**config.mk**
```make
export PLATFORM = sky130hd
export DESIGN_NAME = cpu_exception_sequencer
export DESIGN_NICKNAME = d
export VERILOG_FILES = /design/src/logic/cpu_exception_sequencer.v /design/src/logic/exception_arbiter.v /design/src/logic/module_halt_gate.v
export VERILOG_INCLUDE_DIRS = /design/src /design/src/logic
export SDC_FILE = /design/constraint.sdc
export NUM_CORES = 1
export LEC_CHECK = 0
export ABC_AREA = 0
export BUFFER_PORTS_ARGS = -buffer_cell sky130_fd_sc_hd__buf_2
export CORE_MARGIN = 2
export CORE_UTILIZATION = 30
export CTS_CLUSTER_DIAMETER = 50
export DETAILED_ROUTE_END_ITERATION = 8
export GPL_TIMING_DRIVEN = 1
export PLACE_DENSITY = 0.53
export SYNTH_ARGS = -nofsm -noshare
export SYNTH_HDL_FRONTEND = slang
export SYNTH_SLANG_ARGS = --single-unit
```
**constraint.sdc**
```tcl
create_clock -name ref_clk -period 4 [get_ports ref_clk]
set_clock_uncertainty 0.2 [all_clocks]
set_input_delay 1 -clock ref_clk [delete_from_list [all_inputs] [get_ports ref_clk]]
set_output_delay 1 -clock ref_clk [all_outputs]
set_load 0.005 [all_outputs]
```
**src/logic/exc_seq_consts.vh**
```
`ifndef EXC_SEQ_CONSTS_VH
`define EXC_SEQ_CONSTS_VH

// ==========================================
// Vector numbers
`define VEC_NUM_W 7
`define VEC_RESET 7'h00
`define VEC_NMI 7'h07
`define VEC_TRAP_BASE 7'h08
`define VEC_IRQ_BASE 7'h10
`define VEC_PERIPH_FIRST 7'h18
`define VEC_PERIPH_LAST 7'h6E

// ==========================================
// Widths and field positions
`define ADDR_W 24
`define CCR_W 8
`define CCR_I_BIT 7
`define IRQ_LINES 8
`define TRAP_NUM_W 2
`define STACK_WORD_BYTES 24'h000004

// ==========================================
// Module halt control reset values
`define HALT_MODULES 16
`define HALT_DMA_BIT 13
`define HALT_RESET_ALL 16'hFFFF

// ==========================================
// External reset hold times (kept by the reset source)
`define RESET_HOLD_POWERON_MS 20
`define RESET_HOLD_RUN_STATES 20

`endif

```
**src/logic/cpu_exception_sequencer.v**
```verilog
`timescale 1ns/10ps
`default_nettype none
`include "exc_seq_consts.vh"

module cpu_exception_sequencer #(
   parameter N_MODULES = `HALT_MODULES,
   parameter DMA_BIT = `HALT_DMA_BIT,
   parameter IDX_W = 4
) (
   input wire ref_clk,
   input wire reset,
   input wire chip_init_pin_n,
   input wire wdt_overflow,
   input wire instr_done,
   input wire instr_was_flag_op,
   input wire trap_exec,
   input wire [`TRAP_NUM_W-1:0] trap_num,
   input wire [`ADDR_W-1:0] cur_pc,
   input wire [`CCR_W-1:0] condition_flags_register,
   input wire [`ADDR_W-1:0] cur_sp,
   input wire nmi_event,
   input wire [`IRQ_LINES-1:0] irq_req,
   input wire periph_req,
   input wire [`VEC_NUM_W-1:0] periph_vec,
   input wire mem_ack,
   input wire [31:0] mem_rdata,
   input wire halt_wr,
   input wire [N_MODULES-1:0] halt_wdata,
   input wire acc_req,
   input wire [IDX_W-1:0] acc_module,
   output reg cpu_hold_reg,
   output reg periph_init_reg,
   output reg set_int_mask_reg,
   output reg pc_load_reg,
   output reg [`ADDR_W-1:0] pc_value_reg,
   output reg sp_load_reg,
   output reg [`ADDR_W-1:0] sp_value_reg,
   output reg mem_req_reg,
   output reg mem_we_reg,
   output reg [`ADDR_W-1:0] mem_addr_reg,
   output reg [31:0] mem_wdata_reg,
   output reg int_ack_reg,
   output reg [`VEC_NUM_W-1:0] int_ack_vec_reg,
   output reg wdt_reset_flag_reg,
   output wire [N_MODULES-1:0] module_halt_control_reg,
   output wire acc_grant_reg,
   output wire acc_refused_reg
);

   // ==========================================
   // States
   localparam [2:0] ST_HOLD = 3'b000;
   localparam [2:0] ST_INIT = 3'b001;
   localparam [2:0] ST_RVEC = 3'b010;
   localparam [2:0] ST_RUN = 3'b011;
   localparam [2:0] ST_PUSH = 3'b100;
   localparam [2:0] ST_VEC = 3'b101;

   reg [2:0] state_reg;
   reg [2:0] state_next;
   reg nmi_pend_reg;
   reg trap_pend_reg;
   reg [`TRAP_NUM_W-1:0] trap_num_reg;
   reg exc_done_reg;
   reg [`VEC_NUM_W-1:0] vec_reg;
   reg vec_is_int_reg;

   wire boundary;
   wire int_ok;
   wire sel_valid;
   wire sel_is_int;
   wire [`VEC_NUM_W-1:0] sel_vec;
   wire take;
   wire reset_cause;

   // Byte address of a vector table entry
   function [`ADDR_W-1:0] vector_address;
      input [`VEC_NUM_W-1:0] vec;
      begin
         vector_address = {{(`ADDR_W-`VEC_NUM_W-2){1'b0}}, vec, 2'b00};
      end
   endfunction

   // ==========================================
   // Acceptance points
   assign reset_cause = reset || !chip_init_pin_n || wdt_overflow;
   assign boundary = (state_reg == ST_RUN) && (instr_done || exc_done_reg);
   // No sampling after flag ops; reset vector load never raises exc_done
   assign int_ok = boundary && !(instr_done && instr_was_flag_op);
   assign take = boundary && sel_valid && !trap_exec;

   exception_arbiter u_arbiter (
      .int_ok(int_ok),
      .int_mask(condition_flags_register[`CCR_I_BIT]),
      .nmi_pend(nmi_pend_reg),
      .irq_req(irq_req),
      .periph_req(periph_req),
      .periph_vec(periph_vec),
      .trap_pend(trap_pend_reg && boundary),
      .trap_num(trap_num_reg),
      .sel_valid(sel_valid),
      .sel_is_int(sel_is_int),
      .sel_vec(sel_vec)
   );

   module_halt_gate #(
      .N_MODULES(N_MODULES),
      .DMA_BIT(DMA_BIT),
      .IDX_W(IDX_W)
   ) u_halt_gate (
      .ref_clk(ref_clk),
      .reset(reset),
      .periph_init(periph_init_reg),
      .halt_wr(halt_wr && !cpu_hold_reg),
      .halt_wdata(halt_wdata),
      .acc_req(acc_req && !cpu_hold_reg),
      .acc_module(acc_module),
      .module_halt_control_reg(module_halt_control_reg),
      .acc_grant_reg(acc_grant_reg),
      .acc_refused_reg(acc_refused_reg)
   );

   // ==========================================
   // Next state
   always @* begin
      state_next = state_reg;
      case (state_reg)
         ST_HOLD: begin
            if (chip_init_pin_n && !reset) begin
               state_next = ST_INIT;
            end
         end
         ST_INIT: begin
            state_next = ST_RVEC;
         end
         ST_RVEC: begin
            if (mem_ack) begin
               state_next = ST_RUN;
            end
         end
         ST_RUN: begin
            if (take) begin
               state_next = ST_PUSH;
            end
         end
         ST_PUSH: begin
            if (mem_ack) begin
               state_next = ST_VEC;
            end
         end
         ST_VEC: begin
            if (mem_ack) begin
               state_next = ST_RUN;
            end
         end
         default: begin
            state_next = ST_HOLD;
         end
      endcase
      if (reset || !chip_init_pin_n) begin
         state_next = ST_HOLD;
      end else if (wdt_overflow) begin
         state_next = ST_INIT;
      end
   end

   always @(posedge ref_clk) begin
      state_reg <= state_next;
   end

   // ==========================================
   // Pending requests: a new event wins over the clear
   always @(posedge ref_clk) begin
      if (reset_cause) begin
         nmi_pend_reg <= 1'b0;
      end else if (nmi_event) begin
         nmi_pend_reg <= 1'b1;
      end else if (take && sel_vec == `VEC_NMI) begin
         nmi_pend_reg <= 1'b0;
      end
   end

   always @(posedge ref_clk) begin
      if (reset_cause) begin
         trap_pend_reg <= 1'b0;
         trap_num_reg <= {`TRAP_NUM_W{1'b0}};
      end else if (trap_exec && state_reg == ST_RUN) begin
         trap_pend_reg <= 1'b1;
         trap_num_reg <= trap_num;
      end else if (take && !sel_is_int) begin
         trap_pend_reg <= 1'b0;
      end
   end

   // ==========================================
   // Sequencing outputs
   always @(posedge ref_clk) begin
      if (reset_cause) begin
         cpu_hold_reg <= 1'b1;
         periph_init_reg <= 1'b1;
         set_int_mask_reg <= 1'b0;
         pc_load_reg <= 1'b0;
         pc_value_reg <= {`ADDR_W{1'b0}};
         sp_load_reg <= 1'b0;
         sp_value_reg <= {`ADDR_W{1'b0}};
         mem_req_reg <= 1'b0;
         mem_we_reg <= 1'b0;
         mem_addr_reg <= {`ADDR_W{1'b0}};
         mem_wdata_reg <= 32'h00000000;
         int_ack_reg <= 1'b0;
         int_ack_vec_reg <= `VEC_RESET;
         exc_done_reg <= 1'b0;
         vec_reg <= `VEC_RESET;
         vec_is_int_reg <= 1'b0;
      end else begin
         pc_load_reg <= 1'b0;
         sp_load_reg <= 1'b0;
         set_int_mask_reg <= 1'b0;
         int_ack_reg <= 1'b0;
         periph_init_reg <= 1'b0;
         case (state_reg)
            ST_HOLD: begin
               cpu_hold_reg <= 1'b1;
               periph_init_reg <= 1'b1;
            end
            ST_INIT: begin
               // Step one: clear state, raise the mask, fetch entry zero next
               periph_init_reg <= 1'b1;
               set_int_mask_reg <= 1'b1;
               exc_done_reg <= 1'b0;
               mem_req_reg <= 1'b1;
               mem_we_reg <= 1'b0;
               mem_addr_reg <= vector_address(`VEC_RESET);
            end
            ST_RVEC: begin
               if (mem_ack) begin
                  mem_req_reg <= 1'b0;
                  pc_load_reg <= 1'b1;
                  pc_value_reg <= mem_rdata[`ADDR_W-1:0];
                  cpu_hold_reg <= 1'b0;
               end
            end
            ST_RUN: begin
               exc_done_reg <= 1'b0;
               if (take) begin
                  cpu_hold_reg <= 1'b1;
                  vec_reg <= sel_vec;
                  vec_is_int_reg <= sel_is_int;
                  int_ack_reg <= sel_is_int && sel_vec != `VEC_NMI;
                  int_ack_vec_reg <= sel_vec;
                  // Flags in the top byte, counter below, one long word
                  mem_req_reg <= 1'b1;
                  mem_we_reg <= 1'b1;
                  mem_addr_reg <= cur_sp - `STACK_WORD_BYTES;
                  mem_wdata_reg <= {condition_flags_register, cur_pc};
               end
            end
            ST_PUSH: begin
               if (mem_ack) begin
                  sp_load_reg <= 1'b1;
                  sp_value_reg <= mem_addr_reg;
                  mem_we_reg <= 1'b0;
                  mem_addr_reg <= vector_address(vec_reg);
               end
            end
            ST_VEC: begin
               if (mem_ack) begin
                  mem_req_reg <= 1'b0;
                  pc_load_reg <= 1'b1;
                  pc_value_reg <= mem_rdata[`ADDR_W-1:0];
                  set_int_mask_reg <= 1'b1;
                  cpu_hold_reg <= 1'b0;
                  exc_done_reg <= 1'b1;
               end
            end
            default: begin
               cpu_hold_reg <= 1'b1;
               mem_req_reg <= 1'b0;
            end
         endcase
      end
   end

   // ==========================================
   // Reset source indication, kept across a watchdog reset
   always @(posedge ref_clk) begin
      if (reset || !chip_init_pin_n) begin
         wdt_reset_flag_reg <= 1'b0;
      end else if (wdt_overflow) begin
         wdt_reset_flag_reg <= 1'b1;
      end
   end

endmodule

`default_nettype wire

```
**src/logic/exception_arbiter.v**
```verilog
`timescale 1ns/10ps
`default_nettype none
`include "exc_seq_consts.vh"

module exception_arbiter (
   input wire int_ok,
   input wire int_mask,
   input wire nmi_pend,
   input wire [`IRQ_LINES-1:0] irq_req,
   input wire periph_req,
   input wire [`VEC_NUM_W-1:0] periph_vec,
   input wire trap_pend,
   input wire [`TRAP_NUM_W-1:0] trap_num,
   output reg sel_valid,
   output reg sel_is_int,
   output reg [`VEC_NUM_W-1:0] sel_vec
);

   integer i;
   reg irq_found;
   reg [`VEC_NUM_W-1:0] irq_vec;
   wire periph_in_range;

   // Reserved vector numbers are never produced
   assign periph_in_range = (periph_vec >= `VEC_PERIPH_FIRST) &&
                            (periph_vec <= `VEC_PERIPH_LAST);

   always @* begin
      irq_found = 1'b0;
      irq_vec = `VEC_IRQ_BASE;
      for (i = `IRQ_LINES - 1; i >= 0; i = i - 1) begin
         if (irq_req[i]) begin
            irq_found = 1'b1;
            irq_vec = `VEC_IRQ_BASE + i[`VEC_NUM_W-1:0];
         end
      end
   end

   // Fixed ranking: interrupts over trap, NMI over every other interrupt
   always @* begin
      sel_valid = 1'b0;
      sel_is_int = 1'b0;
      sel_vec = `VEC_RESET;
      if (int_ok && nmi_pend) begin
         sel_valid = 1'b1;
         sel_is_int = 1'b1;
         sel_vec = `VEC_NMI;
      end else if (int_ok && !int_mask && irq_found) begin
         sel_valid = 1'b1;
         sel_is_int = 1'b1;
         sel_vec = irq_vec;
      end else if (int_ok && !int_mask && periph_req && periph_in_range) begin
         sel_valid = 1'b1;
         sel_is_int = 1'b1;
         sel_vec = periph_vec;
      end else if (trap_pend) begin
         sel_valid = 1'b1;
         sel_vec = `VEC_TRAP_BASE + {{(`VEC_NUM_W-`TRAP_NUM_W){1'b0}}, trap_num};
      end
   end

endmodule

`default_nettype wire

```
**src/logic/module_halt_gate.v**
```verilog
`timescale 1ns/10ps
`default_nettype none
`include "exc_seq_consts.vh"

module module_halt_gate #(
   parameter N_MODULES = `HALT_MODULES,
   parameter DMA_BIT = `HALT_DMA_BIT,
   parameter IDX_W = 4
) (
   input wire ref_clk,
   input wire reset,
   input wire periph_init,
   input wire halt_wr,
   input wire [N_MODULES-1:0] halt_wdata,
   input wire acc_req,
   input wire [IDX_W-1:0] acc_module,
   output reg [N_MODULES-1:0] module_halt_control_reg,
   output reg acc_grant_reg,
   output reg acc_refused_reg
);

   localparam [N_MODULES-1:0] HALT_RESET_VALUE =
      `HALT_RESET_ALL & ~({{(N_MODULES-1){1'b0}}, 1'b1} << DMA_BIT);

   wire halted;

   assign halted = module_halt_control_reg[acc_module];

   // ==========================================
   // Halt register: all modules stopped except the DMA controller on reset or peripheral init, then loaded from halt_wdata
   always @(posedge ref_clk) begin
      if (reset || periph_init) begin
         module_halt_control_reg <= HALT_RESET_VALUE;
      end else if (halt_wr) begin
         module_halt_control_reg <= halt_wdata;
      end
   end

   // ==========================================
   // Access gate for peripheral registers
   always @(posedge ref_clk) begin
      if (reset || periph_init) begin
         acc_grant_reg <= 1'b0;
         acc_refused_reg <= 1'b0;
      end else begin
         acc_grant_reg <= acc_req && !halted;
         acc_refused_reg <= acc_req && halted;
      end
   end

endmodule

`default_nettype wire

```
# Word level (Yosys, flattened, before mapping)
# Index checks and enable logic that the tools add are counted.
# op_classes
div	0
n_reduce_logical	56
n_eq_ne	16
shifts	0
addsub	2
muxes	52
multipliers	0
order_cmp	3
n_bitwise	6
# ops
cell	n
$pmux 24 s3	1
$mux 24	2
$mux 3	12
$mux 7	4
$mux 1	26
$sub 24x3->24 const B	1
$logic_and 1x1->1	21
$reduce_or 2->1	8
$pmux 3 s5	1
$ne 3x3->1 const B	3
$reduce_and 3->1	3
$logic_not 1->1	8
$ne 2x2->1 const B	4
$reduce_and 2->1	4
$reduce_and 4->1	2
$eq 7x3->1 const B	1
$ge 7x5->1 const B	1
$le 7x7->1 const B	1
$ne 7x3->1 const B	1
$eq 3x2->1 const B	2
$eq 3x3->1 const B	2
$not 1->1	6
$pmux 1 s3	2
$reduce_bool 2->1	3
12 further kinds	16
# totals
reg_bits	146
n_memories	0
mem_bits_ro	0
mem_bits_rw	0
elab_cells	158
latch_bits	0

# Logic depth before layout (Yosys ltp)
# Gate-level depths: netlist of the first run.
# logic_depth
ltp_word	16
mapped_depth	8

# By module
# A second synthesis of the first run with hierarchy kept.
# hier_totals
hier_cells	710
area_unflattened_um2	6147.1
# by_module_without_submodules
mod	area_per_inst_um2	n_inst	cells_each
cpu_exception_sequencer	5099.9	1	605
module_halt_gate	755.7	1	64
exception_arbiter	291.5	1	41

# Worst setup path after synthesis of the first run
# No wires, ideal clock.
# synth_path
path_type	input-to-reg
startpoint	input periph_vec[3]
endpoint	register mem_addr_reg[18]
setup_slack_ns	1.069
t_arrival_ns	2.614
path_stages	7
required_time_ns	3.683
setup_ns	0.117
path_buffers	1
path_cell_list	a41o_1 > a311oi_2 > o31ai_4 > a32oi_4 > nor2_8 > buf_2 > a22o_1
# synth_between
elab_chain_len	10
elab_cells_between_ends	11
# synth_lines
element	line	text
from (decl)	cpu_exception_sequencer.v:24	input wire [`VEC_NUM_W-1:0] periph_vec,
$ge 7x5->1 (no source line) / $le 7x7->1 (equally long branches)	--	
$logic_and 1x1->1 *	exception_arbiter.v:25	assign periph_in_range = (periph_vec >= `VEC_PERIPH_FIRST) &&
$logic_and 1x1->1 *	exception_arbiter.v:52	end else if (int_ok && !int_mask && periph_req && periph_in_range) begin
$mux 1 *	exception_arbiter.v:52	
$mux 1 *	exception_arbiter.v:48	end else if (int_ok && !int_mask && irq_found) begin
$mux 1 *	exception_arbiter.v:44	if (int_ok && nmi_pend) begin
$logic_and 1x1->1 * (2 in series)	cpu_exception_sequencer.v:90	assign take = boundary && sel_valid && !trap_exec;
$ne 2x2->1 (no source line) *	--	
$reduce_and 3->1 (no source line) *	--	
to (signal assigned)	cpu_exception_sequencer.v:208	mem_addr_reg <= {`ADDR_W{1'b0}};
to (signal assigned)	cpu_exception_sequencer.v:233	mem_addr_reg <= vector_address(`VEC_RESET);
to (signal assigned)	cpu_exception_sequencer.v:254	mem_addr_reg <= cur_sp - `STACK_WORD_BYTES;
to (decl)	cpu_exception_sequencer.v:40	output reg [`ADDR_W-1:0] mem_addr_reg,
# Mark *: on every way between the ends. The rest lies on a longest branch, timed or not.
# A chain may end at the register's enable or synchronous reset.

# Worst setup path after layout of the first run
# layout_path
startpoint	input periph_vec[3]
endpoint	register mem_wdata_reg[11]
# layout_between
elab_chain_len	9
elab_cells_between_ends	10
# layout_lines
element	line	text
$ge 7x5->1 (no source line) / $le 7x7->1 (equally long branches)	--	
$logic_and 1x1->1 *	exception_arbiter.v:25	
$logic_and 1x1->1 *	exception_arbiter.v:52	
$mux 1 *	exception_arbiter.v:52	
$mux 1 *	exception_arbiter.v:48	
$mux 1 *	exception_arbiter.v:44	
$logic_and 1x1->1 * (2 in series)	cpu_exception_sequencer.v:90	
$reduce_and 2->1 (no source line) *	--	
to (signal assigned)	cpu_exception_sequencer.v:255	mem_wdata_reg <= {condition_flags_register, cur_pc};
to (decl)	cpu_exception_sequencer.v:41	output reg [31:0] mem_wdata_reg,
# Marked as above.

==> flow_metrics.env, run 1 <==
export IMPL_cts_resized=0
export IMPL_n_antenna_cell=0
export IMPL_path_clk_slew_ns=0.06
export IMPL_status="finished, final reports clean"
export IMPL_ys_seq_area_share_pct=48.6
export IMPL_rsz0062_at_grt="false"
export IMPL_cts_tree="done"
export IMPL_clockPowerShare_pct=49.4
export IMPL_fin_nets=1082
export IMPL_timing_hold_ws_ns=0.249
export IMPL_setup_worst_path_end="mem_wdata_reg[11]"
export IMPL_syn_to_final_growth_pct=35.8
export IMPL_worstSetupPathType="in2reg"
export IMPL_worst_pin_slew_ns=0.899
export IMPL_ys_types=58
export IMPL_r2r_setup_slack_ns=1.19
export IMPL_rows=51
export IMPL_drt_iter0_drc=188
export IMPL_viasPerCell=4.57
export IMPL_synthXorXnorAreaFrac_pct=2.48
export IMPL_crit_start="periph_vec[3]"
export IMPL_grt_max_degree=71
export IMPL_hp_class="reg2reg"
export IMPL_total_power_mw=3.20
export IMPL_firstDrtPassIters=4
export IMPL_synth_seq_cells=146
export IMPL_drc=0
export IMPL_synth_edff_count=0
export IMPL_synthFlopType="dfxtp_1"
export IMPL_layout_drive_gt1_share_pct=34.7
export IMPL_synthAdderAreaFrac_pct=0.208
export IMPL_synth_nets=829
export IMPL_synth_top_cell_area_share_pct=48.6
export IMPL_p_switching_mw=0.742
export IMPL_max_freq_ghz=0.334
export IMPL_synth_area_leaders="dfxtp_1 49%, nand2_1 10%, a21oi_1 6.2%"
export IMPL_antenna_found_initial=0
export IMPL_die_y_um=146
export IMPL_fin_setup_tns_ns=0
export IMPL_h_tree_depth=4
export IMPL_ys_warn_count=0
export IMPL_vdd_drop_max_mv=0.280
export IMPL_synthMuxAreaShare_pct=6.21
export IMPL_r2r_end="mem_wdata_reg[11]"
export IMPL_finalHoldViolCount=0
export IMPL_grt_pass1_wl_um=28200
export IMPL_avgSynthCellArea_um2=8.70
export IMPL_cts_made_buffers=17
export IMPL_leakage_nw=3.64
export IMPL_globalplace_congestion=0.789
export IMPL_synth_compound_area_share_pct=15.6
export IMPL_yosys_area_top_type="dfxtp_1"
export IMPL_power_frac_comb_pct=4.9
export IMPL_max_slew_margin_pct=40.1
export IMPL_p_sw_share_pct=23.1
export IMPL_powerDensity_nw_per_um2=393
export IMPL_grt_ovfl_total=0
export IMPL_dp_hpwl_um=13100
export IMPL_crit_required_ns=4.14
export IMPL_core_area_um2=19600
export IMPL_period_needed_ns=2.99
export IMPL_synthArstFlopShare_pct=0
export IMPL_worstReg2RegStart="state_reg[0]"
export IMPL_largest_register_ffs=32
export IMPL_utilization_pct=41.6
export IMPL_synthSimpleGateAreaFrac_pct=22.9
export IMPL_clock_latency_ns=0.41
export IMPL_cp_end_kind="register"
export IMPL_p_int_mw=2.46
export IMPL_dr_total_vias=5589
export IMPL_clkSinkCount=146
export IMPL_nFillCells=2054
export IMPL_reg2regPathDepth=7
export IMPL_die_x_um=146
export IMPL_worst_path_max_fanout=29
export IMPL_layout_common_cells="266 x buf_2, 167 x nand2_1, 146 x dfxtp_1"
export IMPL_dieArea_um2=21200
export IMPL_cp_arrival_ns=3.13
export IMPL_setup_violations=0
export IMPL_finalMaxSlewViolations=0
export IMPL_port_buffers=266
export IMPL_final_common_cell="buf_2"
export IMPL_synth_top_family_by_area="simple AND/OR/NAND/NOR gates"
export IMPL_seqPwrFrac_pct=45.7
export IMPL_ios=275
export IMPL_syn_instance_count=691
export IMPL_cts_path_max_buffers=2
export IMPL_start_util_pct=30.7
export IMPL_start_kind="input port"
export IMPL_grt_pass1_vias=5253
export IMPL_routed_wl_um=17900
export IMPL_ant_nets=0
export IMPL_ctsHoldBuffers=0
export IMPL_detail_route_wl_per_cell_um=14.6
export IMPL_gr_usage_all_layers_pct=16.6
export IMPL_synth_cell_area_um2=6010
export IMPL_post_cts_setup_buffers=0
export IMPL_period_share_pct=74.8
export IMPL_cap_violations=0
export IMPL_root_buffer="clkbuf_16"
[synthesized netlist by cell type (2+ instances only)]
cell type and instances:
o21ai_0 15, xnor2_1 7, nor3_2 2, nand2b_1 5, and3_1 2, nor2_1 56
or3_1 2, a211oi_1 7, nor4_1 3, xor2_1 10, mux4_2 5, clkbuf_1 29
a21o_1 3, buf_2 9, or3_4 2, mux2i_1 26, nand3_1 23, dfxtp_1 146
nand4_1 2, o31ai_1 3, a21oi_2 2, nand2_1 167, nor3_1 15, nor2b_1 2
and2_1 2, inv_1 11, a21oi_1 75, nor4_4 3, a31oi_1 5, or4_1 2
a22o_1 16, a22oi_1 6, buf_6 2, o21a_1 2
[worst min path at each step]
| stage | cells past startpoint | startpoint | to |
|---|---|---|---|
| 6_report | 2 | sp_value_reg[23] | sp_value_reg[23] |
| 5_1_grt | 2 | sp_value_reg[22] | sp_value_reg[22] |
| 4_1_cts | 2 | sp_value_reg[16] | sp_value_reg[16] |
| 3_5_place_dp | 1 | mem_we_reg | mem_we_reg |
| 3_3_place_gp | 1 | mem_we_reg | mem_we_reg |
| 2_1_floorplan | 2 | trap_num_reg[0] | trap_num_reg[0] |
[worst max-delay path, stage by stage]
cell and delay, ns:
buf_2 0.12, a41o_1 0.24, a311oi_2 0.47, o31ai_4 0.17, a21oi_4 0.47, buf_4 0.40, nand2_1 0.09, a21oi_1 0.14
[cell type report]
type / instances / area [µm²] / share of cell area (%)
clock buffers: 19 / 433 / 5.31
clock inverters: 13 / 151 / 1.86
inverters: 11 / 41.3 / 0.506
multi-input cells: 492 / 2870 / 35.2
flip-flops and latches: 146 / 2920 / 35.8
well taps: 265 / 332 / 4.06
repair buffers: 276 / 1410 / 17.2
[power groups by stage]
stage          clock (mW)  combinational, mW  sequential (mW)
2_1_floorplan           0             0.0659             1.49
3_3_place_gp            0              0.159             1.50
3_5_place_dp            0              0.159             1.50
4_1_cts              1.63              0.160             1.46
5_1_grt              1.70              0.176             1.46
6_report             1.58              0.158             1.46
[per-stage QoR]
step / cell area, µm² / std cells / setup WS (ns)
after floorplan: 6010 / 691 / 1.07
after global placement: 7570 / 1190 / 0.628
after detailed placement: 7570 / 1190 / 0.585
after CTS: 8160 / 1222 / 1.01
after global routing: 8160 / 1222 / 0.836
final: 8160 / 1222 / 1.01
[kinds of logic (layout without fill, tap and decap cells)]
group / Yosys count / after routing
buf+inv: 53 / 319
fa+ha+maj: 1 / 1
compound gates: 146 / 146
xor+xnor: 17 / 17
simple gates: 297 / 297
mux: 31 / 31
flops: 146 / 146
[metal layers]
metal / GRT usage, % / up-vias / part of all wire, %
li1: - / 2891 / -
met1: 21.0 / 2530 / 45
met2: 27.9 / 147 / 49
met3: 3.89 / 21 / 4.1
met4: 5.49 / 0 / 2.0
met5: 0 / - / 0
Note: power is estimated with default switching activity, not from simulation.
==> inputs of run 2 (changes only) <==
- clock period: 4 -> 2.8 ns (I/O delays scaled with it)
==> flow_metrics.env, run 2 (synthesis results as in run 1) <==
export IMPL_status="finished, final reports clean"
export IMPL_cts_tree="done"
export IMPL_grt_ovfl_total=0
export IMPL_r2r_end="mem_addr_reg[22]"
export IMPL_start_kind="register"
export IMPL_globalplace_congestion=0.785
export IMPL_slowest_stage="dfxtp_1"
export IMPL_firstDrtPassIters=5
export IMPL_die_x_um=146
export IMPL_hp_start="sp_value_reg[14]"
export IMPL_rows=51
export IMPL_crit_required_ns=2.90
export IMPL_hp_class="reg2reg"
export IMPL_hold_path_end="sp_value_reg[14]"
export IMPL_start_util_pct=30.7
export IMPL_worstReg2RegStart="state_reg[2]"
export IMPL_powerDensity_nw_per_um2=550
export IMPL_root_buffer="clkbuf_16"
export IMPL_ctsHoldBuffers=0
export IMPL_final_common_cell="buf_2"
export IMPL_die_y_um=146
export IMPL_grt_pass1_wl_um=29200
export IMPL_finalMaxSlewViolations=0
export IMPL_worstSetupPathType="reg2reg"
export IMPL_ios=275
export IMPL_total_power_mw=4.58
export IMPL_dieArea_um2=21200
export IMPL_worstPathCellList="nor2b_1 > and2_1 > nand2_1 > a32oi_4 > buf_12 > nor2_8 > a22o_1"
export IMPL_grt_pass1_vias=5474
export IMPL_period_needed_ns=2.38
export IMPL_grt_max_degree=47
export IMPL_layout_drive_gt1_share_pct=35.8
export IMPL_vdd_drop_max_mv=0.392
export IMPL_r2r_setup_slack_ns=0.42
export IMPL_utilization_pct=42.5
export IMPL_leakage_nw=3.73
export IMPL_whs_path_depth=2
export IMPL_cp_end_kind="register"
export IMPL_cap_violations=0
export IMPL_ant_nets=0
export IMPL_cts_resized=0
export IMPL_cp_arrival_ns=2.48
export IMPL_h_tree_depth=4
export IMPL_cts_made_buffers=17
export IMPL_path_clk_slew_ns=0.06
export IMPL_period_share_pct=85.1
export IMPL_stdcell_area_um2=8330
export IMPL_syn_to_final_growth_pct=38.6
export IMPL_reg2regPathDepth=7
export IMPL_worst_pin_slew_ns=0.705
export IMPL_path_delay_family="simple AND/OR/NAND/NOR gates"
export IMPL_fin_nets=1099
export IMPL_place_area_um2=7740
export IMPL_core_area_um2=19600
export IMPL_cpPeakStageDelay_ns=0.57
export IMPL_clock_latency_ns=0.42
export IMPL_cp_num_buf_inv=1
export IMPL_antenna_found_initial=2
export IMPL_viasPerCell=4.60
export IMPL_drc=0
export IMPL_port_buffers=266
export IMPL_rsz0062_at_grt="false"
export IMPL_timing_hold_ws_ns=0.248
export IMPL_fin_setup_tns_ns=0
export IMPL_setup_violations=0
export IMPL_post_cts_setup_buffers=0
export IMPL_routed_wl_um=18400
export IMPL_max_freq_ghz=0.420
export IMPL_dp_hpwl_um=13300
export IMPL_finalHoldViolCount=0
export IMPL_cts_path_max_buffers=2
export IMPL_largest_register_ffs=32
export IMPL_clkSinkCount=146
export IMPL_dr_total_vias=5705
export IMPL_drt_iter0_drc=247
export IMPL_max_slew_margin_pct=52.8
export IMPL_worst_path_max_fanout=18
export IMPL_gr_usage_all_layers_pct=17.2
export IMPL_detail_route_wl_per_cell_um=14.8
export IMPL_layout_common_cells="266 x buf_2, 167 x nand2_1, 146 x dfxtp_1"
export IMPL_nFillCells=2039
[run 2: how the worst max path moves through the flow]
stage | startpoint | to | slack, ns | depth (start not counted)
finish | state_reg[2] | mem_addr_reg[22] | 0.42 | 7
CTS | state_reg[2] | mem_addr_reg[22] | 0.40 | 7
floorplan | periph_vec[3] | mem_addr_reg[18] | 0.17 | 7
global route | state_reg[2] | mem_addr_reg[3] | 0.23 | 8
global placement | irq_req[6] | mem_addr_reg[1] | 0.03 | 8
detailed placement | irq_req[6] | mem_addr_reg[0] | -0.01 | 8
[run 2: report_power, final]
part	switching (mW)	leakage, nW	internal (mW)
Combinational	0.125	2.28	0.116
Clock	0.911	0.272	1.34
Sequential	0.00482	1.18	2.08
Total	1.04	3.73	3.54
[run 2: per-stage QoR]
stage | cells | setup slack, ns
finish | 1241 | 0.418
global route | 1241 | 0.225
CTS | 1239 | 0.404
detailed placement | 1207 | -0.00952
global placement | 1207 | 0.0294
floorplan | 691 | 0.169
[run 2: cell type report]
type                            count  area [µm²]  area share [%]
Sequential cell                   146        2920            35.1
Clock buffer                       20         447            5.37
Clock inverter                     12         135            1.62
Inverter                           11        41.3           0.496
Timing Repair Buffer              293        1570            18.9
Antenna cell                        2        5.00          0.0601
Multi-Input combinational cell    492        2870            34.5
Tap cell                          265         332            3.98
[run 2: worst register-to-register path, stage by stage, from the launching register on]
cell and delay [ns]:
dfxtp_1 0.57, nor2b_1 0.24, and2_1 0.34, nand2_1 0.17, a32oi_4 0.24, buf_12 0.17, nor2_8 0.08, a22o_1 0.25
[run 2: layer usage]
| layer | global-route usage, % | vias to the layer above | wire, µm |
|---|---|---|---|
| met5 | 0 | - | 0 |
| met4 | 6.52 | 0 | 452 |
| met3 | 3.98 | 27 | 909 |
| met2 | 28.1 | 172 | 8780 |
| met1 | 22.2 | 2598 | 8220 |
| li1 | - | 2908 | - |
